==> src/include/hsrt_regs.svh <==
// Register map, field positions and reset values of the receive tuning bank.
// Assumes an AXI4-Lite slave with 32-bit data and word-aligned registers.
`ifndef HSRT_REGS_SVH
`define HSRT_REGS_SVH

// ==========================================
// Register indices (byte address is index times four)
`define HSRT_IDX_PWR 6'h01
`define HSRT_IDX_CTRL 6'h03
`define HSRT_IDX_TUNE 6'h04
`define HSRT_IDX_STAT 6'h08

// ==========================================
// Reset values and writable masks
`define HSRT_RST_PWR 16'h0000
`define HSRT_RST_CTRL 16'hA444
`define HSRT_RST_TUNE 16'hB820
`define HSRT_MASK_PWR 16'h8000
`define HSRT_MASK_FULL 16'hFFFF

// ==========================================
// Field positions (least significant bit of each field)
`define HSRT_PWR_GLOBAL_PD 15
`define HSRT_CTL_SWING_LSB 12
`define HSRT_CTL_GAIN_LSB 6
`define HSRT_CTL_CAL_LSB 4
`define HSRT_CTL_UNSCR 3
`define HSRT_CTL_RX_EN 2
`define HSRT_CTL_RATE_LSB 0
`define HSRT_TUN_TRACK 15
`define HSRT_TUN_EQPRE_LSB 12
`define HSRT_TUN_ORDER_LSB 10
`define HSRT_TUN_VOTE_LSB 8
`define HSRT_TUN_EQLIM 7
`define HSRT_TUN_EQHLD 6
`define HSRT_TUN_LOCKTAP 5
`define HSRT_TUN_CRF_LSB 0

// ==========================================
// Field codes
`define HSRT_GAIN_FREEZE_ONCE 2'b00
`define HSRT_GAIN_FREEZE_LOCK 2'b01
`define HSRT_GAIN_FORCE_OFF 2'b10
`define HSRT_GAIN_FORCE_ON 2'b11
`define HSRT_CAL_AUTO 2'b00
`define HSRT_CAL_OFF 2'b01
`define HSRT_CAL_FORCE_UPD 2'b10
`define HSRT_CAL_FORCE_HOLD 2'b11
`define HSRT_EQPRE_DISABLE 3'b111
`define HSRT_VOTE_BASE 6'h04

// ==========================================
// Bus responses
`define HSRT_RESP_OKAY 2'b00
`define HSRT_RESP_SLVERR 2'b10

`endif

==> src/include/hsrt_pkg.sv <==
// Types shared by the receive tuning bank: decode and state enums, control bundle.
// Assumes hsrt_regs.svh carries all numeric constants.
package hsrt_pkg;

	// ==========================================
	// Write channel state
	typedef enum logic [1:0] {
		HSRT_WR_COLLECT = 2'b01,
		HSRT_WR_RESP = 2'b10
	} hsrt_wr_state_t;

	// ==========================================
	// Register select, one-hot
	typedef enum logic [4:0] {
		HSRT_SEL_NONE = 5'b00001,
		HSRT_SEL_PWR = 5'b00010,
		HSRT_SEL_CTRL = 5'b00100,
		HSRT_SEL_TUNE = 5'b01000,
		HSRT_SEL_STAT = 5'b10000
	} hsrt_sel_t;

	// ==========================================
	// Control bundle driven toward the analog receive and transmit paths
	typedef struct packed {
		logic rx_active;
		logic atten_force_off;
		logic atten_force_on;
		logic atten_freeze;
		logic cal_start;
		logic cal_disable;
		logic cal_force;
		logic cal_auto_update;
		logic rx_unscrambled_use_en;
		logic [1:0] fast_rx_rate_sel;
		logic [3:0] fast_tx_swing_code;
		logic rx_converter_track_force;
		logic [2:0] rx_precursor_eq_sel;
		logic eq_disable;
		logic [1:0] recovery_order_sel;
		logic [5:0] recovery_vote_count;
		logic eq_tap_limit;
		logic eq_adapt_hold;
		logic recovery_lock_tap_sel;
		logic [4:0] tx_cursor_reduction;
	} hsrt_rx_ctl_t;

endpackage

==> src/hsrt_rx_tuning_regs.sv <==
// Receive tuning register bank for one fast transceiver channel, AXI4-Lite slave.
// Assumes one 40 MHz clock; the power-down pin and gain lock come from outside
// the clock domain and are synchronised here.
//
// The AXI4-Lite slave port was decided locally.
`include "hsrt_regs.svh"

module hsrt_rx_tuning_regs (
	input wire logic aclk,
	input wire logic aresetn,
	// AXI4-Lite write address
	input wire logic [7:0] s_axi_awaddr,
	input wire logic s_axi_awvalid,
	output logic s_axi_awready,
	// AXI4-Lite write data
	input wire logic [31:0] s_axi_wdata,
	input wire logic [3:0] s_axi_wstrb,
	input wire logic s_axi_wvalid,
	output logic s_axi_wready,
	// AXI4-Lite write response
	output logic [1:0] s_axi_bresp,
	output logic s_axi_bvalid,
	input wire logic s_axi_bready,
	// AXI4-Lite read address
	input wire logic [7:0] s_axi_araddr,
	input wire logic s_axi_arvalid,
	output logic s_axi_arready,
	// AXI4-Lite read data
	output logic [31:0] s_axi_rdata,
	output logic [1:0] s_axi_rresp,
	output logic s_axi_rvalid,
	input wire logic s_axi_rready,
	// Channel pins and analog status
	input wire logic channel_powerdown_n,
	input wire logic agc_lock,
	// Decoded controls
	output hsrt_pkg::hsrt_rx_ctl_t rx_ctl
);

	// ==========================================
	// Address decode
	// Shared by both channels so reads and writes see the same map
	function automatic hsrt_pkg::hsrt_sel_t decode_sel(input logic [7:0] addr);
		hsrt_pkg::hsrt_sel_t sel;
		sel = hsrt_pkg::HSRT_SEL_NONE;
		if (addr[7:2] == `HSRT_IDX_PWR)
		begin
			sel = hsrt_pkg::HSRT_SEL_PWR;
		end
		else if (addr[7:2] == `HSRT_IDX_CTRL)
		begin
			sel = hsrt_pkg::HSRT_SEL_CTRL;
		end
		else if (addr[7:2] == `HSRT_IDX_TUNE)
		begin
			sel = hsrt_pkg::HSRT_SEL_TUNE;
		end
		else if (addr[7:2] == `HSRT_IDX_STAT)
		begin
			sel = hsrt_pkg::HSRT_SEL_STAT;
		end
		return sel;
	endfunction

	// ==========================================
	// Storage: index 0 power, 1 control, 2 tuning
	localparam logic [15:0] RST_VAL [0:2] = '{`HSRT_RST_PWR, `HSRT_RST_CTRL, `HSRT_RST_TUNE};
	localparam logic [15:0] WR_MASK [0:2] = '{`HSRT_MASK_PWR, `HSRT_MASK_FULL, `HSRT_MASK_FULL};
	logic [15:0] rf_r [0:2];
	logic [15:0] rf_nxt [0:2];
	// ==========================================
	// Write channel state
	hsrt_pkg::hsrt_wr_state_t wr_state_r;
	logic aw_held_r;
	logic w_held_r;
	logic [7:0] awaddr_r;
	logic [31:0] wdata_r;
	logic [3:0] wstrb_r;
	logic awready_r;
	logic wready_r;
	logic bvalid_r;
	logic [1:0] bresp_r;
	// Read channel state
	logic arready_r;
	logic rvalid_r;
	logic [31:0] rdata_r;
	logic [1:0] rresp_r;
	// Synchronisers and receive state
	logic pd_n_meta_r;
	logic pd_n_sync_r;
	logic lock_meta_r;
	logic lock_sync_r;
	logic rx_active_q_r;
	logic locked_once_r;
	hsrt_pkg::hsrt_rx_ctl_t ctl_r;
	hsrt_pkg::hsrt_rx_ctl_t ctl_nxt;
	// ==========================================
	// Handshake and decode wires
	wire aw_take = s_axi_awvalid && awready_r;
	wire w_take = s_axi_wvalid && wready_r;
	wire wr_fire = (wr_state_r == hsrt_pkg::HSRT_WR_COLLECT) && aw_held_r && w_held_r;
	wire b_done = bvalid_r && s_axi_bready;
	wire ar_take = s_axi_arvalid && arready_r;
	wire r_done = rvalid_r && s_axi_rready;
	wire hsrt_pkg::hsrt_sel_t wr_sel = decode_sel(awaddr_r);
	wire hsrt_pkg::hsrt_sel_t rd_sel = decode_sel(s_axi_araddr);
	wire [2:0] wr_hit = {wr_sel == hsrt_pkg::HSRT_SEL_TUNE,
		wr_sel == hsrt_pkg::HSRT_SEL_CTRL, wr_sel == hsrt_pkg::HSRT_SEL_PWR};
	// Status is read-only, so a write to it counts as unmapped
	wire wr_err = (wr_hit == 3'b000);
	wire rd_err = (rd_sel == hsrt_pkg::HSRT_SEL_NONE);

	// ==========================================
	// Field views
	wire [15:0] pwr_reg = rf_r[0];
	wire [15:0] ctrl_reg = rf_r[1];
	wire [15:0] tune_reg = rf_r[2];
	wire global_pd = pwr_reg[`HSRT_PWR_GLOBAL_PD];
	wire [1:0] gain_mode = ctrl_reg[`HSRT_CTL_GAIN_LSB +: 2];
	wire [1:0] cal_mode = ctrl_reg[`HSRT_CTL_CAL_LSB +: 2];
	wire rx_active = ctrl_reg[`HSRT_CTL_RX_EN] && pd_n_sync_r && !global_pd;
	wire [15:0] stat_reg = {11'h000, pd_n_sync_r, locked_once_r, lock_sync_r,
		global_pd, rx_active_q_r};

	// ==========================================
	// Byte-lane merge of each register; only the two low lanes exist
	genvar gj;
	genvar gi;
	generate
		for (gj = 0; gj < 3; gj++)
		begin : g_reg
			for (gi = 0; gi < 2; gi++)
			begin : g_lane
				assign rf_nxt[gj][8*gi +: 8] = (wr_fire && wr_hit[gj] && wstrb_r[gi]) ?
					((wdata_r[8*gi +: 8] & WR_MASK[gj][8*gi +: 8])
					| (rf_r[gj][8*gi +: 8] & ~WR_MASK[gj][8*gi +: 8]))
					: rf_r[gj][8*gi +: 8];
			end
		end
	endgenerate

	// ==========================================
	// Read data selection; upper half always reads zero
	// plain read mux
	wire [15:0] rd_word = (rd_sel == hsrt_pkg::HSRT_SEL_PWR) ? pwr_reg :
		(rd_sel == hsrt_pkg::HSRT_SEL_CTRL) ? ctrl_reg :
		(rd_sel == hsrt_pkg::HSRT_SEL_TUNE) ? tune_reg :
		(rd_sel == hsrt_pkg::HSRT_SEL_STAT) ? stat_reg : 16'h0000;

	// ==========================================
	// Register storage
	// reset values
	always_ff @(posedge aclk)
	begin
		for (int k = 0; k < 3; k++)
		begin
			rf_r[k] <= aresetn ? rf_nxt[k] : RST_VAL[k];
		end
	end

	// ==========================================
	// Write address and data capture; taken in either order
	always_ff @(posedge aclk)
	begin
		if (!aresetn)
		begin
			aw_held_r <= 1'b0;
			w_held_r <= 1'b0;
			awaddr_r <= 8'h00;
			wdata_r <= 32'h0000_0000;
			wstrb_r <= 4'h0;
		end
		else
		begin
			if (aw_take)
			begin
				aw_held_r <= 1'b1;
				awaddr_r <= s_axi_awaddr;
			end
			else if (wr_fire)
			begin
				aw_held_r <= 1'b0;
			end
			if (w_take)
			begin
				w_held_r <= 1'b1;
				wdata_r <= s_axi_wdata;
				wstrb_r <= s_axi_wstrb;
			end
			else if (wr_fire)
			begin
				w_held_r <= 1'b0;
			end
		end
	end

	// ==========================================
	// Write response machine; ready drops once a beat is held, so one write at a time
	always_ff @(posedge aclk)
	begin
		if (!aresetn)
		begin
			wr_state_r <= hsrt_pkg::HSRT_WR_COLLECT;
			awready_r <= 1'b1;
			wready_r <= 1'b1;
			bvalid_r <= 1'b0;
			bresp_r <= `HSRT_RESP_OKAY;
		end
		else
		begin
			unique case (wr_state_r)
				hsrt_pkg::HSRT_WR_COLLECT:
				begin
					if (aw_take)
					begin
						awready_r <= 1'b0;
					end
					if (w_take)
					begin
						wready_r <= 1'b0;
					end
					if (wr_fire)
					begin
						bvalid_r <= 1'b1;
						bresp_r <= wr_err ? `HSRT_RESP_SLVERR : `HSRT_RESP_OKAY;
						wr_state_r <= hsrt_pkg::HSRT_WR_RESP;
					end
				end
				hsrt_pkg::HSRT_WR_RESP:
				begin
					if (b_done)
					begin
						bvalid_r <= 1'b0;
						awready_r <= 1'b1;
						wready_r <= 1'b1;
						wr_state_r <= hsrt_pkg::HSRT_WR_COLLECT;
					end
				end
			endcase
		end
	end

	// ==========================================
	// Read channel; data latched at the address beat
	always_ff @(posedge aclk)
	begin
		if (!aresetn)
		begin
			arready_r <= 1'b1;
			rvalid_r <= 1'b0;
			rdata_r <= 32'h0000_0000;
			rresp_r <= `HSRT_RESP_OKAY;
		end
		else if (ar_take)
		begin
			arready_r <= 1'b0;
			rvalid_r <= 1'b1;
			rdata_r <= {16'h0000, rd_word};
			rresp_r <= rd_err ? `HSRT_RESP_SLVERR : `HSRT_RESP_OKAY;
		end
		else if (r_done)
		begin
			rvalid_r <= 1'b0;
			arready_r <= 1'b1;
		end
	end

	// ==========================================
	// Two-stage synchronisers for the pin and the analog lock flag
	always_ff @(posedge aclk)
	begin
		if (!aresetn)
		begin
			pd_n_meta_r <= 1'b0;
			pd_n_sync_r <= 1'b0;
			lock_meta_r <= 1'b0;
			lock_sync_r <= 1'b0;
		end
		else
		begin
			pd_n_meta_r <= channel_powerdown_n;
			pd_n_sync_r <= pd_n_meta_r;
			lock_meta_r <= agc_lock;
			lock_sync_r <= lock_meta_r;
		end
	end

	// ==========================================
	// Receive state: enable history and first-lock memory
	// Lock memory is dropped when the receiver stops or the mode leaves 00,
	// so a fresh enable starts adapting again unless the synchronised lock flag is still high
	always_ff @(posedge aclk)
	begin
		if (!aresetn)
		begin
			rx_active_q_r <= 1'b0;
			locked_once_r <= 1'b0;
		end
		else
		begin
			rx_active_q_r <= rx_active;
			locked_once_r <= rx_active && (gain_mode == `HSRT_GAIN_FREEZE_ONCE)
				&& (lock_sync_r || locked_once_r);
		end
	end

	// ==========================================
	// Control decode toward the analog paths
	always_comb
	begin
		ctl_nxt = '0;
		ctl_nxt.rx_active = rx_active;
		ctl_nxt.atten_freeze = ((gain_mode == `HSRT_GAIN_FREEZE_ONCE)
			&& (locked_once_r || lock_sync_r))
			|| ((gain_mode == `HSRT_GAIN_FREEZE_LOCK) && lock_sync_r);
		ctl_nxt.atten_force_off = (gain_mode == `HSRT_GAIN_FORCE_OFF);
		ctl_nxt.atten_force_on = (gain_mode == `HSRT_GAIN_FORCE_ON);
		ctl_nxt.cal_start = rx_active && !rx_active_q_r && (cal_mode == `HSRT_CAL_AUTO);
		ctl_nxt.cal_disable = (cal_mode == `HSRT_CAL_OFF);
		ctl_nxt.cal_force = (cal_mode == `HSRT_CAL_FORCE_UPD)
			|| (cal_mode == `HSRT_CAL_FORCE_HOLD);
		ctl_nxt.cal_auto_update = (cal_mode == `HSRT_CAL_FORCE_UPD);
		ctl_nxt.rx_unscrambled_use_en = ctrl_reg[`HSRT_CTL_UNSCR];
		ctl_nxt.fast_rx_rate_sel = ctrl_reg[`HSRT_CTL_RATE_LSB +: 2];
		ctl_nxt.fast_tx_swing_code = ctrl_reg[`HSRT_CTL_SWING_LSB +: 4];
		ctl_nxt.rx_converter_track_force = tune_reg[`HSRT_TUN_TRACK];
		ctl_nxt.rx_precursor_eq_sel = tune_reg[`HSRT_TUN_EQPRE_LSB +: 3];
		ctl_nxt.eq_disable = (tune_reg[`HSRT_TUN_EQPRE_LSB +: 3] == `HSRT_EQPRE_DISABLE);
		// recovery order, reserved code passed as written
		ctl_nxt.recovery_order_sel = tune_reg[`HSRT_TUN_ORDER_LSB +: 2];
		// vote count is four doubled per code step
		ctl_nxt.recovery_vote_count = `HSRT_VOTE_BASE << tune_reg[`HSRT_TUN_VOTE_LSB +: 2];
		ctl_nxt.eq_tap_limit = tune_reg[`HSRT_TUN_EQLIM];
		ctl_nxt.eq_adapt_hold = tune_reg[`HSRT_TUN_EQHLD];
		ctl_nxt.recovery_lock_tap_sel = tune_reg[`HSRT_TUN_LOCKTAP];
		ctl_nxt.tx_cursor_reduction = tune_reg[`HSRT_TUN_CRF_LSB +: 5];
	end
	// Registered so the analog side sees clean levels one cycle after a change
	always_ff @(posedge aclk)
	begin
		if (!aresetn)
		begin
			ctl_r <= '0;
		end
		else
		begin
			ctl_r <= ctl_nxt;
		end
	end

	// ==========================================
	// Outputs, each from a flip-flop
	assign s_axi_awready = awready_r;
	assign s_axi_wready = wready_r;
	assign s_axi_bvalid = bvalid_r;
	assign s_axi_bresp = bresp_r;
	assign s_axi_arready = arready_r;
	assign s_axi_rvalid = rvalid_r;
	assign s_axi_rdata = rdata_r;
	assign s_axi_rresp = rresp_r;
	assign rx_ctl = ctl_r;
endmodule // hsrt_rx_tuning_regs

==> config.mk <==
export PLATFORM = sky130hd
export DESIGN_NAME = hsrt_rx_tuning_regs
export DESIGN_NICKNAME = d
export VERILOG_FILES = /design/src/include/hsrt_pkg.sv /design/src/hsrt_rx_tuning_regs.sv
export VERILOG_INCLUDE_DIRS = /design/src /design/src/include
export SDC_FILE = /design/constraint.sdc
export NUM_CORES = 1
export LEC_CHECK = 0
export BUFFER_PORTS_ARGS = -buffer_cell sky130_fd_sc_hd__buf_2
export CAP_MARGIN = 15
export CORE_ASPECT_RATIO = 1.4
export CORE_UTILIZATION = 50
export CTS_CLUSTER_SIZE = 40
export DETAILED_ROUTE_END_ITERATION = 7
export HOLD_SLACK_MARGIN = 0.12
export PLACE_DENSITY_LB_ADDON = 0.12
export SLEW_MARGIN = 15
export SYNTH_ARGS = -nofsm -noshare
export SYNTH_HDL_FRONTEND = slang
export SYNTH_SLANG_ARGS = --single-unit
==> constraint.sdc <==
create_clock -name aclk -period 3.6 [get_ports aclk]
set_input_delay 0.54 -clock aclk [delete_from_list [all_inputs] [get_ports aclk]]
set_output_delay 0.54 -clock aclk [all_outputs]
set_load 0.05 [all_outputs]
==> results.json, run 1 <==
{
  "dpl.hpwl_mm": 6.50,
  "clock_latency_ns": 0.40,
  "multi_input_area_um2": 1880,
  "overflow": 0,
  "hold_viol": 0,
  "placementRows": 40,
  "grt_max_degree": 45,
  "final_nets": 635,
  "syn2layout_area_growth_pct": 19.7,
  "slew_violations": 0,
  "setup_violations": 0,
  "synth_top_area_share_pct": 53.5,
  "die_h_um": 115,
  "cts_setup_buffers": 0,
  "combPwrFrac_pct": 10.0,
  "cell_internal_pwr_w": 0.00238,
  "drive_above_1_share_pct": 25.3,
  "yosysMostFrequentCell": "dfxtp_1",
  "grt_pass1_vias": 3260,
  "antenna_left": 0,
  "synth-edff-count": 0,
  "post_cts_resized": 0,
  "final_area_um2": 5460,
  "switching_power_w": 0.000789,
  "gp_congestion": 0.796,
  "synth.avg_cell_area_um2": 9.41,
  "p_leak_nw": 2.42,
  "antenna_found_initial": 0,
  "path_class": "reg -> reg",
  "cp.arrival_ns": 2.05,
  "grtUsageTotal_pct": 20.9,
  "synth_flop_cell": "dfxtp_1",
  "nFillCells": 809,
  "ys_types": 45,
  "cts_root_buffer": "clkbuf_16",
  "drt_pass1_iterations": 4,
  "synth_area_um2": 4560,
  "cp-start-kind": "flip-flop",
  "relSlewSlack_pct": 48.6,
  "tns_ns": 0,
  "tightestPinTransition_ns": 0.769,
  "htree_levels": 4,
  "vias": 3520,
  "clkTransAtPathRegs_ns": 0.05,
  "drt_iter0_drc": 216,
  "status": "completed",
  "postSynthCellCount": 485,
  "grt_pass1_wl_mm": 15.0,
  "post_drt_wl_per_cell_um": 13.6,
  "cap_violations": 0,
  "endpoint_kind": "flip-flop",
  "clockBufferDepth": 2,
  "seq_power_share_pct": 45.3,
  "switching_share_pct": 24.9,
  "crit_fanout": 14,
  "pin_count": 138,
  "fmax_ghz": 0.557,
  "antennaDiodeCount": 0,
  "hold_class": "in -> reg",
  "portBuffers": 95,
  "start_util_pct": 52.4,
  "synth.largest_area_cell": "dfxtp_1",
  "synth_common_cells": "dfxtp_1, nand2_1, a21oi_1, and2_1, nor2_1",
  "ys_seq_elements": 122,
  "placed_area_um2": 4970,
  "cts_buffers": 17,
  "seqCellArea_um2": 2440,
  "wirelength_mm": 9.35,
  "cp_data_required_time_ns": 3.86,
  "ir_drop_mv": 0.452,
  "fin_crit_ns": 1.80,
  "period_share_pct": 49.9,
  "cts_sinks": 122,
  "viasPerCell": 5.11,
  "yosys_warnings": 0,
  "dieWidth_um": 82.8,
  "core_area_um2": 8710,
  "cts_tree": "done",
  "drc_errors": 0,
  "power_density_nw_per_um2": 579,
  "dieArea_um2": 9520,
  "grt_setup_unrepaired": "no",
  "place_ws_ns": 1.54,
  "synth_seq_area_share_pct": 53.5,
  "finClkSkew_ns": 0.00499,
  "netlist_top_cells_area": "dfxtp_1, nand2_1, and2_1",
  "cts_hold_buf": 0,
  "setup_ws_ns": 1.80,
  "clkPwrFrac_pct": 44.7,
  "async_flop_share_pct": 0
}
==> kinds of logic (layout without fill, tap and decap cells) <==
family	Yosys count	in the layout	share of synthesized area, %
other	1	20	0.0822
DFF	122	122	53.5
muxes	9	9	1.97
and+or+nand+nor	214	214	24.3
AOI/OAI and AO/OA	88	88	13.3
buffers and inverters	51	131	6.80
==> cells in the final DEF, fill, tap and decap left out, types with 5 or more instances in the layout <==
cell type,instances
and2_1,31
o21ai_1,14
nand3_1,18
o21ai_0,14
dfxtp_1,122
a221oi_2,9
nor3_2,9
buf_2,95
nor2b_1,10
clkbuf_16,17
a21oi_1,31
nand4_1,5
conb_1,20
nor2_1,24
nand2_1,92
clkbuf_1,6
nor3_1,6
mux2i_1,9
a22oi_1,6
==> cell type report <==
class / instances / share of cell area [%]
clock inverter: 4 / 0.367
tap: 105 / 2.41
timing repair buffer: 97 / 8.98
sequential: 122 / 44.7
multi-input combinational: 331 / 34.5
clock buffer: 25 / 8.71
inverter: 5 / 0.344
==> worst max-delay path, stage by stage, from the launching register on <==
cell,delay (ns)
dfxtp_1,0.36
nand2_1,0.45
o31ai_4,0.75
nor3_2,0.10
==> state kept, by name, indices dropped and copies added (netlist names), 2 cells and up <==
| name | count |
|---|---|
| awaddr_r | 6 |
| rf_r | 33 |
| rx_ctl | 34 |
| s_axi_rdata | 16 |
| wdata_r | 16 |
| wr_state_r | 2 |
| wstrb_r | 2 |
==> final timing paths <==
kind	start	end	slack, ns	cells after the start
setup / recovery	s_axi_arready$_SDFFE_PN1P_	s_axi_rdata[12]$_SDFFE_PN0P_	1.80	3
hold / removal	agc_lock	lock_meta_r$_SDFF_PN0_	0.36	2
setup reg to reg	s_axi_arready$_SDFFE_PN1P_	s_axi_rdata[12]$_SDFFE_PN0P_	1.80	3
hold reg to reg	pd_n_meta_r$_SDFF_PN0_	pd_n_sync_r$_SDFF_PN0_	0.43	1
==> per-layer routing <==
metal / GRT usage [%] / vias up / wire length [um]
li1: - / 1792 / -
met1: 26.6 / 1597 / 4330
met2: 32.7 / 118 / 4290
met3: 6.59 / 13 / 592
met4: 7.82 / 0 / 134
met5: 0 / - / 0
==> through the flow <==
step	total power, W	instances	util, %	hold slack [ns]
finish	0.00316	689	62.7	0.360
global route	0.00328	689	62.7	0.352
CTS	0.00319	689	62.7	0.344
detailed placement	0.00178	660	57.0	0.419
global placement	0.00177	660	57.0	0.419
floorplan	0.00172	504	-	0.412
==> power groups by stage <==
stage	registers, W	logic, W	clock network, W
floorplan	0.00153	0.000193	0
global placement	0.00146	0.000316	0
detailed placement	0.00146	0.000317	0
CTS	0.00143	0.000318	0.00144
global route	0.00144	0.000345	0.00150
finish	0.00143	0.000317	0.00142
Power figures use the tool's default switching activity.
==> run 2, diff against run 1 <==
- ABC_AREA: not set -> 1
- CORE_UTILIZATION: 50 -> 46
- clock period: 3.6 -> 1.65 ns (I/O delays scaled with it)
==> results.json, run 2 <==
{
  "grt_use_met3_pct": 6.57,
  "slew_violations": 0,
  "synth_flop_cell": "dfxtp_1",
  "path_class": "reg -> reg",
  "power_density_nw_per_um2": 1300,
  "grt_pass1_wl_mm": 17.2,
  "drt_iter0_drc": 190,
  "power_w": 0.00788,
  "antenna_found_initial": 0,
  "vias": 4093,
  "hold_viol": 0,
  "ir_drop_mv": 0.808,
  "cts_sinks": 122,
  "yosys_warnings": 0,
  "viasPerCell": 4.68,
  "antennaDiodeCount": 0,
  "fmax_ghz": 0.679,
  "post-route-util_pct": 60.8,
  "gp_congestion": 0.785,
  "cp.arrival_ns": 1.81,
  "crit_fanout": 8,
  "clkTransAtPathRegs_ns": 0.05,
  "synth_top_area_share_pct": 51.7,
  "layoutNonFillerInstCount": 874,
  "synth_area_um2": 4720,
  "r2r-start": "wr_state_r[1]$_SDFFE_PN0P_",
  "overflow": 0,
  "final_nets": 788,
  "hold_class": "in -> reg",
  "wirelength_mm": 10.3,
  "hp-start": "s_axi_wdata[0]",
  "drive_above_1_share_pct": 21.4,
  "antenna_left": 0,
  "endpoint_kind": "flip-flop",
  "cts_tree": "done",
  "htree_levels": 4,
  "reg2reg_slack_ns": 0.18,
  "r2r_end": "rf_r[0][20]$_SDFFE_PN0P_",
  "dieWidth_um": 87.7,
  "pin_count": 138,
  "start_util_pct": 47.5,
  "grt_max_degree": 46,
  "grt_pass1_vias": 3875,
  "status": "completed",
  "whs_endpoint": "wdata_r[0]$_SDFFE_PN0P_",
  "cts_root_buffer": "clkbuf_16",
  "netlist_top_cells_area": "dfxtp_1, nand2_1, inv_1",
  "synth.avg_cell_area_um2": 7.68,
  "core_area_um2": 9950,
  "portBuffers": 95,
  "hold_depth": 3,
  "async_flop_share_pct": 0,
  "final_common_cell": "nand2_1",
  "setup_violations": 0,
  "postSynthCellCount": 615,
  "synth-edff-count": 0,
  "yosysMostFrequentCell": "nand2_1",
  "ys_seq_elements": 122,
  "placementRows": 43,
  "p_leak_nw": 2.98,
  "use_met1_pct": 24.9,
  "synth.largest_area_cell": "dfxtp_1",
  "cp_data_required_time_ns": 1.99,
  "layout_common_cells": "nand2_1, dfxtp_1, buf_2, inv_1, nor2_1",
  "clock_latency_ns": 0.40,
  "cts_buffers": 17,
  "clockBufferDepth": 2,
  "dpl.hpwl_mm": 7.53,
  "finClkSkew_ns": 0.00782,
  "cp-start-kind": "flip-flop",
  "grtUsageTotal_pct": 20.8,
  "fin_crit_ns": 1.47,
  "ff2ff_path_depth": 9,
  "largest_reg_flops": 34,
  "synth_common_cells": "nand2_1, dfxtp_1, inv_1, nor2_1, a21oi_1",
  "post_drt_wl_per_cell_um": 11.8,
  "syn2layout_area_growth_pct": 28.1,
  "tns_ns": 0,
  "period_share_pct": 89.3,
  "ys_types": 26,
  "cap_violations": 0,
  "met2_usage_pct": 34.7,
  "drc_errors": 0,
  "die_h_um": 122,
  "dieArea_um2": 10700,
  "drt_pass1_iterations": 4,
  "grt_setup_unrepaired": "yes",
  "place_inst": 835,
  "top_usage_layer": "met2",
  "synth_seq_area_share_pct": 51.7
}
## run 2: cell count changes after synthesis, moves of 15 or more
cell,before,now
nand4_1,5,23
o21ai_0,14,41
and2_1,31,0
nor2_1,24,74
a21oi_1,31,46
nand2_1,92,124
inv_1,4,74
## run 2: kinds of logic (layout without fill, tap and decap cells)
logic type,after synthesis,in the layout,synth area share (%)
compound gates,93,93,10.0
buf+inv,123,228,11.7
other cells,1,20,0.0794
flops,122,122,51.7
simple gates,276,276,26.5
## run 2: worst max-delay path: stages, from the launching register on
cell and delay, ns:
dfxtp_1 0.30, inv_1 0.06, nand2_1 0.09, buf_4 0.15, nor3_4 0.13, buf_4 0.19, nand3_4 0.14, nor2_8 0.19
nor2_1 0.06, nor2_1 0.09
## run 2: timing repair
item | 4_1_cts | 5_1_grt
hold buffers | 8 | 0
setup endpoints to repair | 0 | 10
buffers inserted | 0 | 0
hold endpoints to repair | 8 | 0
resized for setup | 0 | 1
## run 2: how the worst max path moves through the flow
stage,end,cells past startpoint,slack (ns),start
3_5_place_dp,rf_r[0][25]$_SDFFE_PN0P_,9,0.18,wr_state_r[1]$_SDFFE_PN0P_
3_3_place_gp,s_axi_rdata[5]$_SDFFE_PN0P_,6,0.17,s_axi_araddr[7]
6_report,rf_r[0][20]$_SDFFE_PN0P_,9,0.18,wr_state_r[1]$_SDFFE_PN0P_
5_1_grt,rf_r[0][46]$_SDFFE_PN0P_,7,-0.01,awaddr_r[7]$_SDFFE_PN0P_
2_1_floorplan,rf_r[0][41]$_SDFFE_PN0P_,7,0.08,wr_state_r[1]$_SDFFE_PN0P_
4_1_cts,rf_r[0][28]$_SDFFE_PN0P_,9,0.15,wr_state_r[1]$_SDFFE_PN0P_
## run 2: final cells by class
| type | count | area, um^2 |
|---|---|---|
| inverters | 75 | 282 |
| flip-flops and latches | 122 | 2440 |
| repair buffers | 122 | 711 |
| clock buffers | 24 | 482 |
| fillers | 917 | 3900 |
| multi-input cells | 389 | 1800 |
| well taps | 135 | 169 |
| clock inverters | 7 | 163 |
## run 2: report_power, final
group | internal (W) | total [W] | switching [W]
Combinational | 0.000209 | 0.000757 | 0.000548
Clock | 0.00279 | 0.00398 | 0.00119
Sequential | 0.00307 | 0.00313 | 0.0000687
Total | 0.00606 | 0.00788 | 0.00181
## run 2: metal layers
layer / share of wire (%) / vias to the layer above
met5: 0 / -
met4: 0.99 / 0
met3: 4.0 / 8
met2: 49 / 97
met1: 46 / 1845
li1: - / 2143
## run 2: through the flow
step                area [um^2]  setup slack (ns)  hold WS (ns)
floorplan                  4800            0.0773         0.345
global placement           5320             0.174         0.405
detailed placement         5320             0.176         0.403
CTS                        6050             0.155         0.121
global route               6050           -0.0100         0.136
finish                     6050             0.177         0.134
==> run 3, diff against run 2 <==
- ABC_AREA: 1 -> 0
==> results.json, run 3 (synthesis results as in run 1) <==
{
  "final_nets": 678,
  "place_ws_ns": 0.106,
  "portBuffers": 95,
  "syn2layout_area_growth_pct": 33.3,
  "ff2ff_path_depth": 4,
  "dieArea_um2": 10300,
  "antenna_left": 0,
  "period_share_pct": 89.2,
  "cts_tree": "done",
  "drive_above_1_share_pct": 27.5,
  "placementRows": 42,
  "grt_pass1_vias": 3477,
  "clkTransAtPathRegs_ns": 0.05,
  "path_cells": "and4b_2 > and2_1 > nand4_1 > o21ai_0",
  "cts_root_buffer": "clkbuf_16",
  "status": "completed",
  "core_area_um2": 9560,
  "tightestPinTransition_ns": 0.666,
  "viasPerCell": 4.90,
  "hold_class": "in -> reg",
  "grtUsageTotal_pct": 21.1,
  "antenna_found_initial": 0,
  "power_density_nw_per_um2": 1330,
  "final_common_cell": "dfxtp_1",
  "fmax_ghz": 0.679,
  "p_leak_nw": 2.69,
  "crit_fanout": 8,
  "start_util_pct": 47.7,
  "grt_pass1_wl_mm": 16.6,
  "overflow": 0,
  "grt_max_degree": 42,
  "vias": 3736,
  "largest_reg_flops": 34,
  "cap_violations": 0,
  "critical-path-max-stage-delay_ns": 0.37,
  "drt_iter0_drc": 132,
  "fin_crit_ns": 1.47,
  "drt_pass1_iterations": 4,
  "cp.arrival_ns": 1.81,
  "ir_drop_mv": 0.765,
  "dieWidth_um": 86.2,
  "grt_setup_unrepaired": "no",
  "crit_cells": 4,
  "antennaDiodeCount": 0,
  "path_delay_family": "simple AND/OR/NAND/NOR gates",
  "cp-start-kind": "flip-flop",
  "cts_buffers": 17,
  "hold_depth": 3,
  "gp_congestion": 0.776,
  "cp_slowest_cell": "dfxtp_1",
  "relSlewSlack_pct": 55.6,
  "endpoint_kind": "flip-flop",
  "post-route-util_pct": 63.6,
  "layout_common_cells": "dfxtp_1, buf_2, nand2_1, a21oi_1, and2_1",
  "htree_levels": 4,
  "path_class": "reg -> reg",
  "dpl.hpwl_mm": 6.98,
  "wirelength_mm": 10.4,
  "drc_errors": 0,
  "clockBufferDepth": 2,
  "die_h_um": 120,
  "setup_violations": 0,
  "hold_viol": 0,
  "crit_buf_inv": 0,
  "slew_violations": 0,
  "finClkSkew_ns": 0.00669,
  "pin_count": 138,
  "tns_ns": 0,
  "clock_latency_ns": 0.41,
  "cts_sinks": 122,
  "setup_ws_ns": 0.178,
  "cp_data_required_time_ns": 1.99,
  "post_drt_wl_per_cell_um": 13.7
}
==> run 3: cell types whose count changed in the layout (fill, tap and decap cells not counted), sizes merged, moves of 17 or more <==
cell | previous run | this run
and2 | 0 | 32
dlygate4sd3 | 8 | 28
inv | 75 | 4
nand2 | 125 | 92
nand3 | 35 | 18
nor2 | 82 | 24
==> run 3: metrics by stage <==
stage                     std cells  area, um^2  total power, W  hold slack [ns]
after floorplan                 504        4640         0.00375            0.375
after global placement          702        5130         0.00389            0.422
after detailed placement        702        5130         0.00390            0.427
after CTS                       762        6080         0.00811            0.143
after global routing            762        6080         0.00834            0.158
final                           762        6080         0.00807            0.160
==> run 3: area by class of cell <==
class | count | area [um^2]
fill | 850 | 3480
sequential | 122 | 2440
multi-input combinational | 331 | 1880
timing repair buffer | 140 | 896
clock buffer | 20 | 457
clock inverter | 12 | 219
tap | 132 | 165
inverter | 5 | 18.8
==> run 3: path summary, 6_finish.rpt <==
path                          startpoint                         to  slack [ns]
setup / recovery   w_held_r$_SDFFE_PN0P_   rf_r[0][16]$_SDFFE_PN0P_        0.18
hold / removal              s_axi_wvalid  s_axi_wready$_SDFFE_PN1P_        0.16
hold reg to reg   lock_meta_r$_SDFF_PN0_     lock_sync_r$_SDFF_PN0_        0.44
setup reg to reg   w_held_r$_SDFFE_PN0P_   rf_r[0][16]$_SDFFE_PN0P_        0.18
==> run 3: what timing repair did <==
item / CTS / global route
endpoints found under the setup margin: 0 / 9
resized for setup: 0 / 1
buffers inserted: 0 / 0
hold buffers: 28 / 0
hold endpoints to repair: 30 / 0
==> run 3: per-layer routing <==
layer  routed length (um)  share of wire, %  vias up  track usage (%)
li1                     -                 -     1890                -
met1                 4740                46     1723             25.9
met2                 5060                49      108             33.5
met3                  450               4.3       15             6.81
met4                  160               1.5        0             9.06
met5                    0                 0        -                0
==> run 3: power by group <==
| part | switching, W | internal, W | leakage (nW) |
|---|---|---|---|
| combinational | 0.000535 | 0.000240 | 1.37 |
| clock | 0.00127 | 0.00290 | 0.326 |
| sequential | 0.0000745 | 0.00305 | 0.995 |
==> run 3: worst reg2reg max path: stages (launching register included) <==
cell,delay [ns]
dfxtp_1,0.37
and4b_2,0.36
and2_1,0.17
nand4_1,0.26
o21ai_0,0.23
